<file path="src/rtl/mpsp_pkg.sv">
// Shared constants and types for the metering pump stroke pacer.
package mpsp_pkg;
   localparam int CLK_PERIOD_NS = 10;
   localparam int MS_NS = 1_000_000;
   localparam int MS_CYC = MS_NS / CLK_PERIOD_NS;
   localparam int GLITCH_MS = 25;
   localparam int GAP_MS = 50;
   localparam int SPM_MAX = 240;
   localparam int MS_PER_MIN = 60000;
   localparam int MIN_PERIOD_MS = MS_PER_MIN / SPM_MAX;
   localparam int STROKE_MS = 100;
   localparam logic [4:0] OFS_CTRL = 5'h00;
   localparam logic [4:0] OFS_SLOW = 5'h04;
   localparam logic [4:0] OFS_FAST = 5'h08;
   localparam logic [4:0] OFS_STATUS = 5'h0c;
   localparam logic [4:0] OFS_COUNT = 5'h10;
   localparam logic [15:0] SLOW_RST = 16'h0fa0;
   localparam logic [15:0] FAST_RST = 16'h4e20;
   localparam logic [1:0] VAR_FIXED = 2'h0;
   localparam logic [1:0] VAR_KNOB = 2'h1;
   localparam logic [1:0] VAR_ANALOG = 2'h2;

   typedef struct packed {
      logic [1:0] variant;
      logic remote;
      logic power;
   } mpsp_ctrl_t;

   typedef struct packed {
      logic contact;
      logic low_level;
      logic remote_en;
      logic stroking;
      logic running;
   } mpsp_status_t;

   typedef enum logic [1:0] {
      ST_IDLE = 2'b01,
      ST_STROKE = 2'b10
   } mpsp_state_t;
endpackage : mpsp_pkg

</file>
<file path="src/rtl/mpsp_pacer.sv">
// Stroke pacer: mode control, pulse qualification, rate pacing and register slave.
//
// Contract
// - Remote pulse mode: closures shorter than 25 ms never produce a stroke.
// - Remote pulse mode: pulses under 50 ms after the previous one are ignored.
// - Accepted pulses between 240 and 1200 per minute give 240 strokes per minute.
// - Accepted pulses slower than 240 per minute give one stroke each.
// - Contact closing starts a pulse, reopening ends it.
// - Remote mode: stopped while enable contact open, responsive only while closed.
// - Enable contact ignored in local mode, watched continuously in remote mode.
// - Each button press toggles local and remote; local is the initial mode.
// - After supply loss, power and mode states resume as before.
// - Indicator flashes green in local mode, yellow in remote mode.
// - Knobless variant strokes at maximum rate in local mode.
// - Knob variants stroke at the knob rate in local mode.
// - Analog variant remote: 20 mA gives maximum speed, 4 mA gives zero.
// - At or above fast level run at maximum, below slow level stop.
// - Indicator lit between strokes and dark during each stroke.
// - Knob maps to a rate whose lowest value is one stroke per minute.
// - Low chemical level lights the red indicator and stops stroking.
//
// The address map and the Avalon-MM slave port are this design's own decisions.
`timescale 1ns/1ps
module mpsp_pacer #(
   parameter int MS_CYCLES = mpsp_pkg::MS_CYC,
   parameter logic [1:0] VARIANT = mpsp_pkg::VAR_KNOB
) (
   input wire logic i_mclk,
   input wire logic i_resetn,
   input wire logic [4:0] i_avs_address,
   input wire logic i_avs_read,
   input wire logic i_avs_write,
   input wire logic [31:0] i_avs_writedata,
   input wire logic [3:0] i_avs_byteenable,
   output logic [31:0] o_avs_readdata,
   output logic o_avs_waitrequest,
   input wire logic i_pulse_closed,
   input wire logic i_remote_closed,
   input wire logic i_low_level,
   input wire logic i_mode_button,
   input wire logic [7:0] i_knob,
   input wire logic [15:0] i_loop_ua,
   input wire logic [1:0] i_nv_state,
   input wire logic i_nv_valid,
   output logic [1:0] o_nv_state,
   output logic o_stroke,
   output logic o_led_green,
   output logic o_led_yellow,
   output logic o_led_red
);
   import mpsp_pkg::*;

   // Contact inputs are slow pins; each passes a two-stage synchroniser.
   logic [3:0] pin_raw;
   logic [3:0] sync1_reg;
   logic [3:0] sync2_reg;
   assign pin_raw = {i_mode_button, i_low_level, i_remote_closed, i_pulse_closed};
   genvar gi;
   generate
      for (gi = 0; gi < 4; gi++) begin : g_sync
         always_ff @(posedge i_mclk or negedge i_resetn) begin
            if (!i_resetn) begin
               sync1_reg[gi] <= 1'b0;
               sync2_reg[gi] <= 1'b0;
            end else begin
               sync1_reg[gi] <= pin_raw[gi];
               sync2_reg[gi] <= sync1_reg[gi];
            end
         end
      end
   endgenerate
   wire pulse_s = sync2_reg[0];
   wire remote_en_s = sync2_reg[1];
   wire low_s = sync2_reg[2];
   wire button_s = sync2_reg[3];

   // Millisecond tick.
   logic [31:0] ms_cnt_reg;
   wire ms_tick = (ms_cnt_reg == 32'(MS_CYCLES - 1));
   always_ff @(posedge i_mclk or negedge i_resetn) begin
      if (!i_resetn) ms_cnt_reg <= 32'h0;
      else ms_cnt_reg <= ms_tick ? 32'h0 : ms_cnt_reg + 32'h1;
   end

   // Control state; the saved copy is reloaded once after reset release.
   mpsp_ctrl_t ctrl_reg;
   mpsp_ctrl_t ctrl_next;
   logic load_reg;
   logic button_d_reg;
   logic [15:0] slow_reg;
   logic [15:0] fast_reg;
   logic [31:0] count_reg;
   wire button_press = button_s & ~button_d_reg;
   wire bus_req = i_avs_read | i_avs_write;
   logic ack_reg;
   wire bus_wr = i_avs_write & ack_reg;
   wire [31:0] be_mask = {{8{i_avs_byteenable[3]}}, {8{i_avs_byteenable[2]}},
                          {8{i_avs_byteenable[1]}}, {8{i_avs_byteenable[0]}}};
   wire [31:0] ctrl_wide = {28'h0, ctrl_reg};
   wire [31:0] ctrl_wr = (ctrl_wide & ~be_mask) | (i_avs_writedata & be_mask);
   wire [31:0] slow_wr = ({16'h0, slow_reg} & ~be_mask) | (i_avs_writedata & be_mask);
   wire [31:0] fast_wr = ({16'h0, fast_reg} & ~be_mask) | (i_avs_writedata & be_mask);
   wire sel_ctrl = (i_avs_address == OFS_CTRL);
   wire sel_slow = (i_avs_address == OFS_SLOW);
   wire sel_fast = (i_avs_address == OFS_FAST);

   always_comb begin
      ctrl_next = ctrl_reg;
      if (load_reg) begin
         ctrl_next.power = i_nv_valid ? i_nv_state[1] : 1'b1;
         ctrl_next.remote = i_nv_valid ? i_nv_state[0] : 1'b0;
      end else begin
         if (bus_wr && sel_ctrl) begin
            ctrl_next.power = ctrl_wr[0];
            ctrl_next.remote = ctrl_wr[1];
         end
         // A press in the same cycle as a write wins, so no press is lost.
         if (button_press) ctrl_next.remote = ~ctrl_next.remote;
      end
   end

   always_ff @(posedge i_mclk or negedge i_resetn) begin
      if (!i_resetn) begin
         ctrl_reg <= '{variant: 2'h0, remote: 1'b0, power: 1'b0};
         load_reg <= 1'b1;
         button_d_reg <= 1'b0;
      end else begin
         ctrl_reg <= ctrl_next;
         ctrl_reg.variant <= VARIANT;
         load_reg <= 1'b0;
         button_d_reg <= button_s;
      end
   end
   assign o_nv_state = {ctrl_reg.power, ctrl_reg.remote};

   // Run condition: the enable contact only matters in remote mode.
   wire run = ctrl_reg.power & ~load_reg & ~low_s
              & (~ctrl_reg.remote | remote_en_s);
   wire pulse_mode = ctrl_reg.remote & (ctrl_reg.variant != VAR_ANALOG);

   // Pulse qualification: width from closing, gap from last acceptance.
   logic [7:0] width_reg;
   logic [15:0] gap_reg;
   logic armed_reg;
   wire accept = pulse_mode & run & pulse_s & armed_reg
                 & (width_reg >= 8'(GLITCH_MS - 1)) & ms_tick
                 & (gap_reg >= 16'(GAP_MS));
   always_ff @(posedge i_mclk or negedge i_resetn) begin
      if (!i_resetn) begin
         width_reg <= 8'h0;
         gap_reg <= 16'hffff;
         armed_reg <= 1'b1;
      end else begin
         if (!pulse_s) width_reg <= 8'h0;
         else if (ms_tick && width_reg != 8'hff) width_reg <= width_reg + 8'h1;
         if (accept) gap_reg <= 16'h0;
         else if (ms_tick && gap_reg != 16'hffff) gap_reg <= gap_reg + 16'h1;
         // One stroke per closure; reopening re-arms the detector.
         if (!pulse_s) armed_reg <= 1'b1;
         else if (accept) armed_reg <= 1'b0;
      end
   end

   // Rate pacing by accumulating num per millisecond against den.
   wire [8:0] knob_spm = 9'h1 + 9'((16'(i_knob) * 16'(SPM_MAX)) >> 8);
   wire [15:0] span = fast_reg - slow_reg;
   wire [15:0] diff = i_loop_ua - slow_reg;
   logic [31:0] num;
   logic [31:0] den;
   always_comb begin
      den = 32'(MS_PER_MIN);
      num = 32'h0;
      if (!ctrl_reg.remote) begin
         if (ctrl_reg.variant == VAR_FIXED) num = den;
         else num = {23'h0, knob_spm};
      end else if (ctrl_reg.variant == VAR_ANALOG) begin
         den = 32'(span) * 32'(MS_PER_MIN);
         if (fast_reg <= slow_reg || i_loop_ua < slow_reg) num = 32'h0;
         else if (i_loop_ua >= fast_reg) num = den;
         else num = 32'(diff) * 32'(SPM_MAX);
      end
   end
   logic [31:0] acc_reg;
   wire [32:0] acc_sum = {1'b0, acc_reg} + {1'b0, num};
   wire rate_req = run & ~pulse_mode & ms_tick & (acc_sum >= {1'b0, den});
   always_ff @(posedge i_mclk or negedge i_resetn) begin
      if (!i_resetn) acc_reg <= 32'h0;
      else if (!run || pulse_mode) acc_reg <= 32'h0;
      else if (ms_tick) acc_reg <= rate_req ? 32'(acc_sum - {1'b0, den}) : acc_sum[31:0];
   end

   // Stroke engine; spacing of starts is held to the maximum rate.
   mpsp_state_t state_reg;
   logic pend_reg;
   logic [15:0] since_reg;
   logic [7:0] stroke_ms_reg;
   wire ready = (since_reg >= 16'(MIN_PERIOD_MS)) & (state_reg == ST_IDLE);
   wire fire = pend_reg & run & ready;
   wire stroke_end = (state_reg == ST_STROKE) & ms_tick
                     & (stroke_ms_reg == 8'(STROKE_MS - 1));
   always_ff @(posedge i_mclk or negedge i_resetn) begin
      if (!i_resetn) begin
         state_reg <= ST_IDLE;
         pend_reg <= 1'b0;
         since_reg <= 16'hffff;
         stroke_ms_reg <= 8'h0;
      end else begin
         // A new request beats the clear; surplus pulses merge into one.
         pend_reg <= run & (accept | rate_req | (pend_reg & ~fire));
         if (fire) since_reg <= 16'h0;
         else if (ms_tick && since_reg != 16'hffff) since_reg <= since_reg + 16'h1;
         unique case (state_reg)
            ST_IDLE: begin
               stroke_ms_reg <= 8'h0;
               if (fire) state_reg <= ST_STROKE;
            end
            ST_STROKE: begin
               if (ms_tick) stroke_ms_reg <= stroke_ms_reg + 8'h1;
               if (stroke_end) state_reg <= ST_IDLE;
            end
         endcase
      end
   end
   wire stroking = (state_reg == ST_STROKE);
   assign o_stroke = stroking;

   // The gap helpers count raw cycles, so a slip in the millisecond counters still shows.
   logic [31:0] acc_gap_reg;
   logic [31:0] fire_gap_reg;
   logic acc_seen_reg;
   always_ff @(posedge i_mclk or negedge i_resetn) begin
      if (!i_resetn) begin
         acc_gap_reg <= 32'hffffffff;
         fire_gap_reg <= 32'hffffffff;
         acc_seen_reg <= 1'b0;
      end else begin
         if (accept) acc_gap_reg <= 32'h1;
         else if (acc_gap_reg != 32'hffffffff) acc_gap_reg <= acc_gap_reg + 32'h1;
         if (fire) fire_gap_reg <= 32'h1;
         else if (fire_gap_reg != 32'hffffffff) fire_gap_reg <= fire_gap_reg + 32'h1;
         if (!pulse_s) acc_seen_reg <= 1'b0;
         else if (accept) acc_seen_reg <= 1'b1;
      end
   end

   // Indicators: green/yellow lit between strokes while running, colour by mode; red follows low level.
   always_ff @(posedge i_mclk or negedge i_resetn) begin
      if (!i_resetn) begin
         o_led_green <= 1'b0;
         o_led_yellow <= 1'b0;
         o_led_red <= 1'b0;
      end else begin
         o_led_green <= run & ~stroking & ~ctrl_reg.remote;
         o_led_yellow <= run & ~stroking & ctrl_reg.remote;
         o_led_red <= low_s;
      end
   end

   // Avalon slave: every access waits exactly one cycle.
   mpsp_status_t status;
   assign status = '{contact: pulse_s, low_level: low_s, remote_en: remote_en_s,
                     stroking: stroking, running: run};
   wire [31:0] rd_mux = sel_ctrl ? ctrl_wide :
                        sel_slow ? {16'h0, slow_reg} :
                        sel_fast ? {16'h0, fast_reg} :
                        (i_avs_address == OFS_STATUS) ? {27'h0, status} :
                        (i_avs_address == OFS_COUNT) ? count_reg : 32'h0;
   assign o_avs_waitrequest = bus_req & ~ack_reg;
   always_ff @(posedge i_mclk or negedge i_resetn) begin
      if (!i_resetn) begin
         ack_reg <= 1'b0;
         o_avs_readdata <= 32'h0;
         slow_reg <= SLOW_RST;
         fast_reg <= FAST_RST;
         count_reg <= 32'h0;
      end else begin
         ack_reg <= bus_req & ~ack_reg;
         if (i_avs_read && !ack_reg) o_avs_readdata <= rd_mux;
         if (bus_wr && sel_slow) slow_reg <= slow_wr[15:0];
         if (bus_wr && sel_fast) fast_reg <= fast_wr[15:0];
         if (fire) count_reg <= count_reg + 32'h1;
      end
   end

   property p_glitch;
      @(posedge i_mclk) disable iff (!i_resetn)
      accept |-> pulse_s && $past(pulse_s, 2) && width_reg >= 8'(GLITCH_MS - 1);
   endproperty
   a_glitch: assert property (p_glitch) else $error("short closure accepted");

   property p_gap;
      @(posedge i_mclk) disable iff (!i_resetn)
      accept |-> acc_gap_reg >= 32'(GAP_MS * MS_CYCLES);
   endproperty
   a_gap: assert property (p_gap) else $error("pulses accepted too close");

   property p_cap;
      @(posedge i_mclk) disable iff (!i_resetn)
      fire |-> fire_gap_reg >= 32'(MIN_PERIOD_MS * MS_CYCLES) && !stroking;
   endproperty
   a_cap: assert property (p_cap) else $error("stroke rate above cap");

   property p_follow;
      @(posedge i_mclk) disable iff (!i_resetn)
      accept && ready && run |=> pend_reg ##1 (stroking || !$past(run));
   endproperty
   a_follow: assert property (p_follow) else $error("accepted pulse lost");

   property p_edge;
      @(posedge i_mclk) disable iff (!i_resetn)
      accept |-> !acc_seen_reg;
   endproperty
   a_edge: assert property (p_edge) else $error("second stroke in one closure");

   property p_remote_off;
      @(posedge i_mclk) disable iff (!i_resetn)
      ctrl_reg.remote && !remote_en_s |-> !fire && !rate_req && !accept;
   endproperty
   a_remote_off: assert property (p_remote_off) else $error("ran with enable open");

   property p_local_ignore;
      @(posedge i_mclk) disable iff (!i_resetn)
      !ctrl_reg.remote && ctrl_reg.power && !low_s && !load_reg |-> run;
   endproperty
   a_local_ignore: assert property (p_local_ignore) else $error("local mode gated");

   property p_toggle;
      @(posedge i_mclk) disable iff (!i_resetn)
      button_press && !load_reg && !(bus_wr && sel_ctrl)
         |=> ctrl_reg.remote != $past(ctrl_reg.remote);
   endproperty
   a_toggle: assert property (p_toggle) else $error("press did not toggle mode");

   property p_led;
      @(posedge i_mclk) disable iff (!i_resetn)
      (o_led_green || o_led_yellow) |-> !$past(stroking) && !(o_led_green && o_led_yellow);
   endproperty
   a_led: assert property (p_led) else $error("indicator lit during stroke");

   property p_low;
      @(posedge i_mclk) disable iff (!i_resetn)
      low_s |-> !fire ##1 o_led_red;
   endproperty
   a_low: assert property (p_low) else $error("low level not honoured");
endmodule : mpsp_pacer

</file>
<file path="config.mk">
export PLATFORM = sky130hd
export DESIGN_NAME = mpsp_pacer
export DESIGN_NICKNAME = d
export VERILOG_FILES = /design/src/rtl/mpsp_pkg.sv /design/src/rtl/mpsp_pacer.sv
export SDC_FILE = /design/constraint.sdc
export NUM_CORES = 1
export LEC_CHECK = 0
export ABC_AREA = 1
export ABC_CLOCK_PERIOD_IN_PS = 7200
export BUFFER_PORTS_ARGS = -buffer_cell sky130_fd_sc_hd__buf_2
export CORE_ASPECT_RATIO = 0.8
export CORE_UTILIZATION = 30
export DETAILED_ROUTE_END_ITERATION = 7
export PLACE_DENSITY = 0.52
export SLEW_MARGIN = 20
export SYNTH_ARGS = -nofsm -noshare
export SYNTH_HDL_FRONTEND = slang
export SYNTH_SLANG_ARGS = --single-unit
</file>
<file path="constraint.sdc">
create_clock -name i_mclk -period 7.2 [get_ports i_mclk]
set_clock_uncertainty 0.05 [all_clocks]
set_input_delay 0.72 -clock i_mclk [delete_from_list [all_inputs] [get_ports i_mclk]]
set_output_delay 0.72 -clock i_mclk [all_outputs]
set_load 0.01 [all_outputs]
</file>
==> flow_summary_export.csv <==
group,metric,value,unit
drt,drtIter0Drc,901,
sta,timing.setup.tns,0,ns
worst_setup_path,crit_required,7.60,ns
clock_network,cts_hold_buf,0,
synthesis,synth_area_leaders,"dfrtp_1 32%, nand2_1 14%, dfstp_2 8.3%",
floorplanning,core-area,47300,um^2
sta,fin_hold_ws,0.173,ns
layout,n_fill_cell,5051,
drt,detail_route.wl_per_cell,14.6,um
synthesis,ys_seq_area_frac,0.399,
clock_network,cts_root_buffer,"clkbuf_16",
power,leakage,0.00813,uW
sta,finalCriticalPeriod,6.26,ns
synthesis,synth-compound-area-share,0.0977,
floorplanning,start_util,0.307,
synthesis,syn-instance-count,1996,
synthesis,synth_top_family_by_area,"simple AND/OR/NAND/NOR gates",
sta,finalSetupViolations,0,
floorplanning,die_area,49300,um^2
sta,fin_crit_sh,0.870,
layout,final_common_cell,"nand2_1",
worst_setup_path,crit_path_start,"i_knob[3]",
sta,rsz0062_at_grt,"no",
drt,wl,39700,um
synthesis,ys.warnings.count,0,
clock_network,post_cts_buffers,0,
global_route,antenna_found_initial,1,
sta,max_slew.worst_pin.slew,1.06,ns
sta,hold_viol,0,
worst_setup_path,cp-start-kind,"input pin",
power,powerDensity,191,nW/um^2
drt,drc,0,
sta,maxSlewViolCount,0,
layout,final_nets,2214,
clock_network,clk_latency,0.57,ns
global_route,grt_pass1_vias,12700,
synthesis,synthMuxAreaShare,0,
worst_setup_path,crit_fanout,22,
clock_network,cts_resized,0,
placement,io_buffer_count,80,
clock_network,cts_inserted_buffers,27,
synthesis,synth_area_per_cell,7.28,um^2
floorplanning,rows,71,
job,drv_cap,0,
sta,slew_headroom,0.293,
placement,place.gp.congestion,0.912,
layout,drive_above_1_share,0.116,
layout,register_area,5790,um^2
power,peakVddDrop,165,uV
layout,syn2layout_area_growth,13.7,%
global_route,grt_remaining_overflow,0,
synthesis,ys_ff_latch,229,
sta,max_freq,0.160,GHz
drt,num_vias,13100,
floorplanning,dieHeight,199,um
synthesis,netlist_area,14500,um^2
worst_setup_path,slowest_delay,0.51,ns
global_route,grt_max_degree,125,
synthesis,async_flop_share,1.00,
worst_setup_path,cp-end-kind,"register",
placement,dp.final_hpwl,30100,um
worst_setup_path,reg2regPathDepth,23,
worst_setup_path,reg2reg_from,"o_nv_state[0]$_DFF_PN0_",
status,outcome,"complete, no violations",
layout,antenna_cells,0,
clock_network,htree_num_levels,1,
worst_setup_path,critPathSlowestCell,"fa_1",
global_route,grt_pass1_wl,66300,um
floorplanning,die-width,248,um
worst_setup_path,r2r_slack,2.72,ns
synthesis,synth_fp_nets,2125,
worst_setup_path,path_class,"in2reg",
worst_setup_path,crit_arrival,6.66,ns
synthesis,synth-main-ff-cell,"dfrtp_1",
global_route,grt.total_usage,0.167,
worst_setup_path,crit_path_end,"acc_reg[7]$_DFFE_PN0P_",
drt,viasPerCell,4.80,
clock_network,clk_pin_slew,0.06,ns
synthesis,synth_fa_ha_area_frac,0.0524,
clock_network,cts_tree,"yes",
synthesis,yosysTopAreaCell,"dfrtp_1",
hold_path,min_path_type,"in2async",
clock_network,clk_path_buf_depth,3,
synthesis,synth_top_area_frac,0.315,
drt,drtAntennaViolNets,0,
synthesis,synth-xor-area-share,0.0337,
synthesis,synth_cell_type_count,61,
synthesis,synth_edf_count,0,
worst_setup_path,cp_common_cell,"nand2_1",
synthesis,synthSimpleGateAreaFrac,0.324,
clock_network,cts.sinks,229,
drt,drt_pass1_iterations,5,
layout,layout_common_cells,"560 x nand2_1, 303 x inv_1, 183 x dfrtp_1, 177 x nor2_1, 135 x nand3_1",
floorplanning,io_pins,115,
worst_setup_path,r2r_end,"acc_reg[7]$_DFFE_PN0P_",
layout,multi_input_area,7390,um^2
-- cell usage after synthesis (all sizes together), types with 40 or more instances --
cell / number
ha: 40
inv: 312
dfstp: 46
o21ai: 116
a21oi: 63
nor3: 69
nand3: 141
nand2: 578
dfrtp: 183
nor2: 194
nand4: 43
xor2: 47
-- final cells by class --
type	instances	share of cell area
inverter	314	0.0715
multi-input combinational	1424	0.448
clock buffer	36	0.0442
tap	620	0.0470
timing repair buffer	89	0.0297
clock inverter	14	0.00925
sequential	229	0.351
-- metal layers --
layer	vias to the layer above	track usage	part of all wire
met5	-	0	0.00028
met3	54	0.0229	0.054
met4	2	0.0398	0.021
met2	312	0.252	0.42
li1	6612	-	-
met1	6117	0.248	0.50
-- power by group --
part	internal [uW]	total, uW	switching, uW
Combinational	141	432	291
Clock	793	1380	585
Sequential	1320	1340	18.4
-- how the worst min path moves through the flow --
| stage | from | end |
|---|---|---|
| floorplan | sync1_reg[3]$_DFF_PN0_ | button_s$_DFF_PN0_ |
| global route | i_remote_closed | sync1_reg[1]$_DFF_PN0_ |
| global placement | sync1_reg[2]$_DFF_PN0_ | low_s$_DFF_PN0_ |
| finish | i_resetn | o_avs_readdata[21]$_DFFE_PN0P_ |
| CTS | i_remote_closed | sync1_reg[1]$_DFF_PN0_ |
| detailed placement | sync1_reg[3]$_DFF_PN0_ | button_s$_DFF_PN0_ |
-- worst max-delay path, delay by kind of cell --
| kind | cells | cell delay (ns) |
|---|---|---|
| buf+inv | 4 | 0.57 |
| compound gates | 3 | 0.39 |
| fa+ha+maj | 4 | 1.70 |
| simple gates | 26 | 2.95 |
| xor+xnor | 1 | 0.32 |
-- stage by stage --
| stage | worst slack [ns] | utilization | cells | power [uW] | area [um^2] |
|---|---|---|---|---|---|
| finish | 0.938 | 0.349 | 2726 | 3150 | 16500 |
| CTS | 1.01 | 0.349 | 2726 | 3190 | 16500 |
| detailed placement | 0.446 | 0.330 | 2676 | 1790 | 15600 |
| global placement | 0.516 | 0.330 | 2676 | 1780 | 15600 |
| floorplan | 1.59 | - | 1996 | 1640 | 14500 |
| global route | 0.304 | 0.349 | 2726 | 3300 | 16500 |
-- kinds of logic (layout without fill, tap and decap cells) --
| logic type | after synthesis | in the layout |
|---|---|---|
| and+or+nand+nor | 1070 | 1070 |
| buffers and inverters | 343 | 453 |
| AOI/OAI and AO/OA | 244 | 244 |
| DFF | 229 | 229 |
| xor gates and xnor gates | 55 | 55 |
| adders and majority gates | 53 | 53 |
| other | 2 | 2 |
Note: power is estimated with default switching activity, not from simulation.
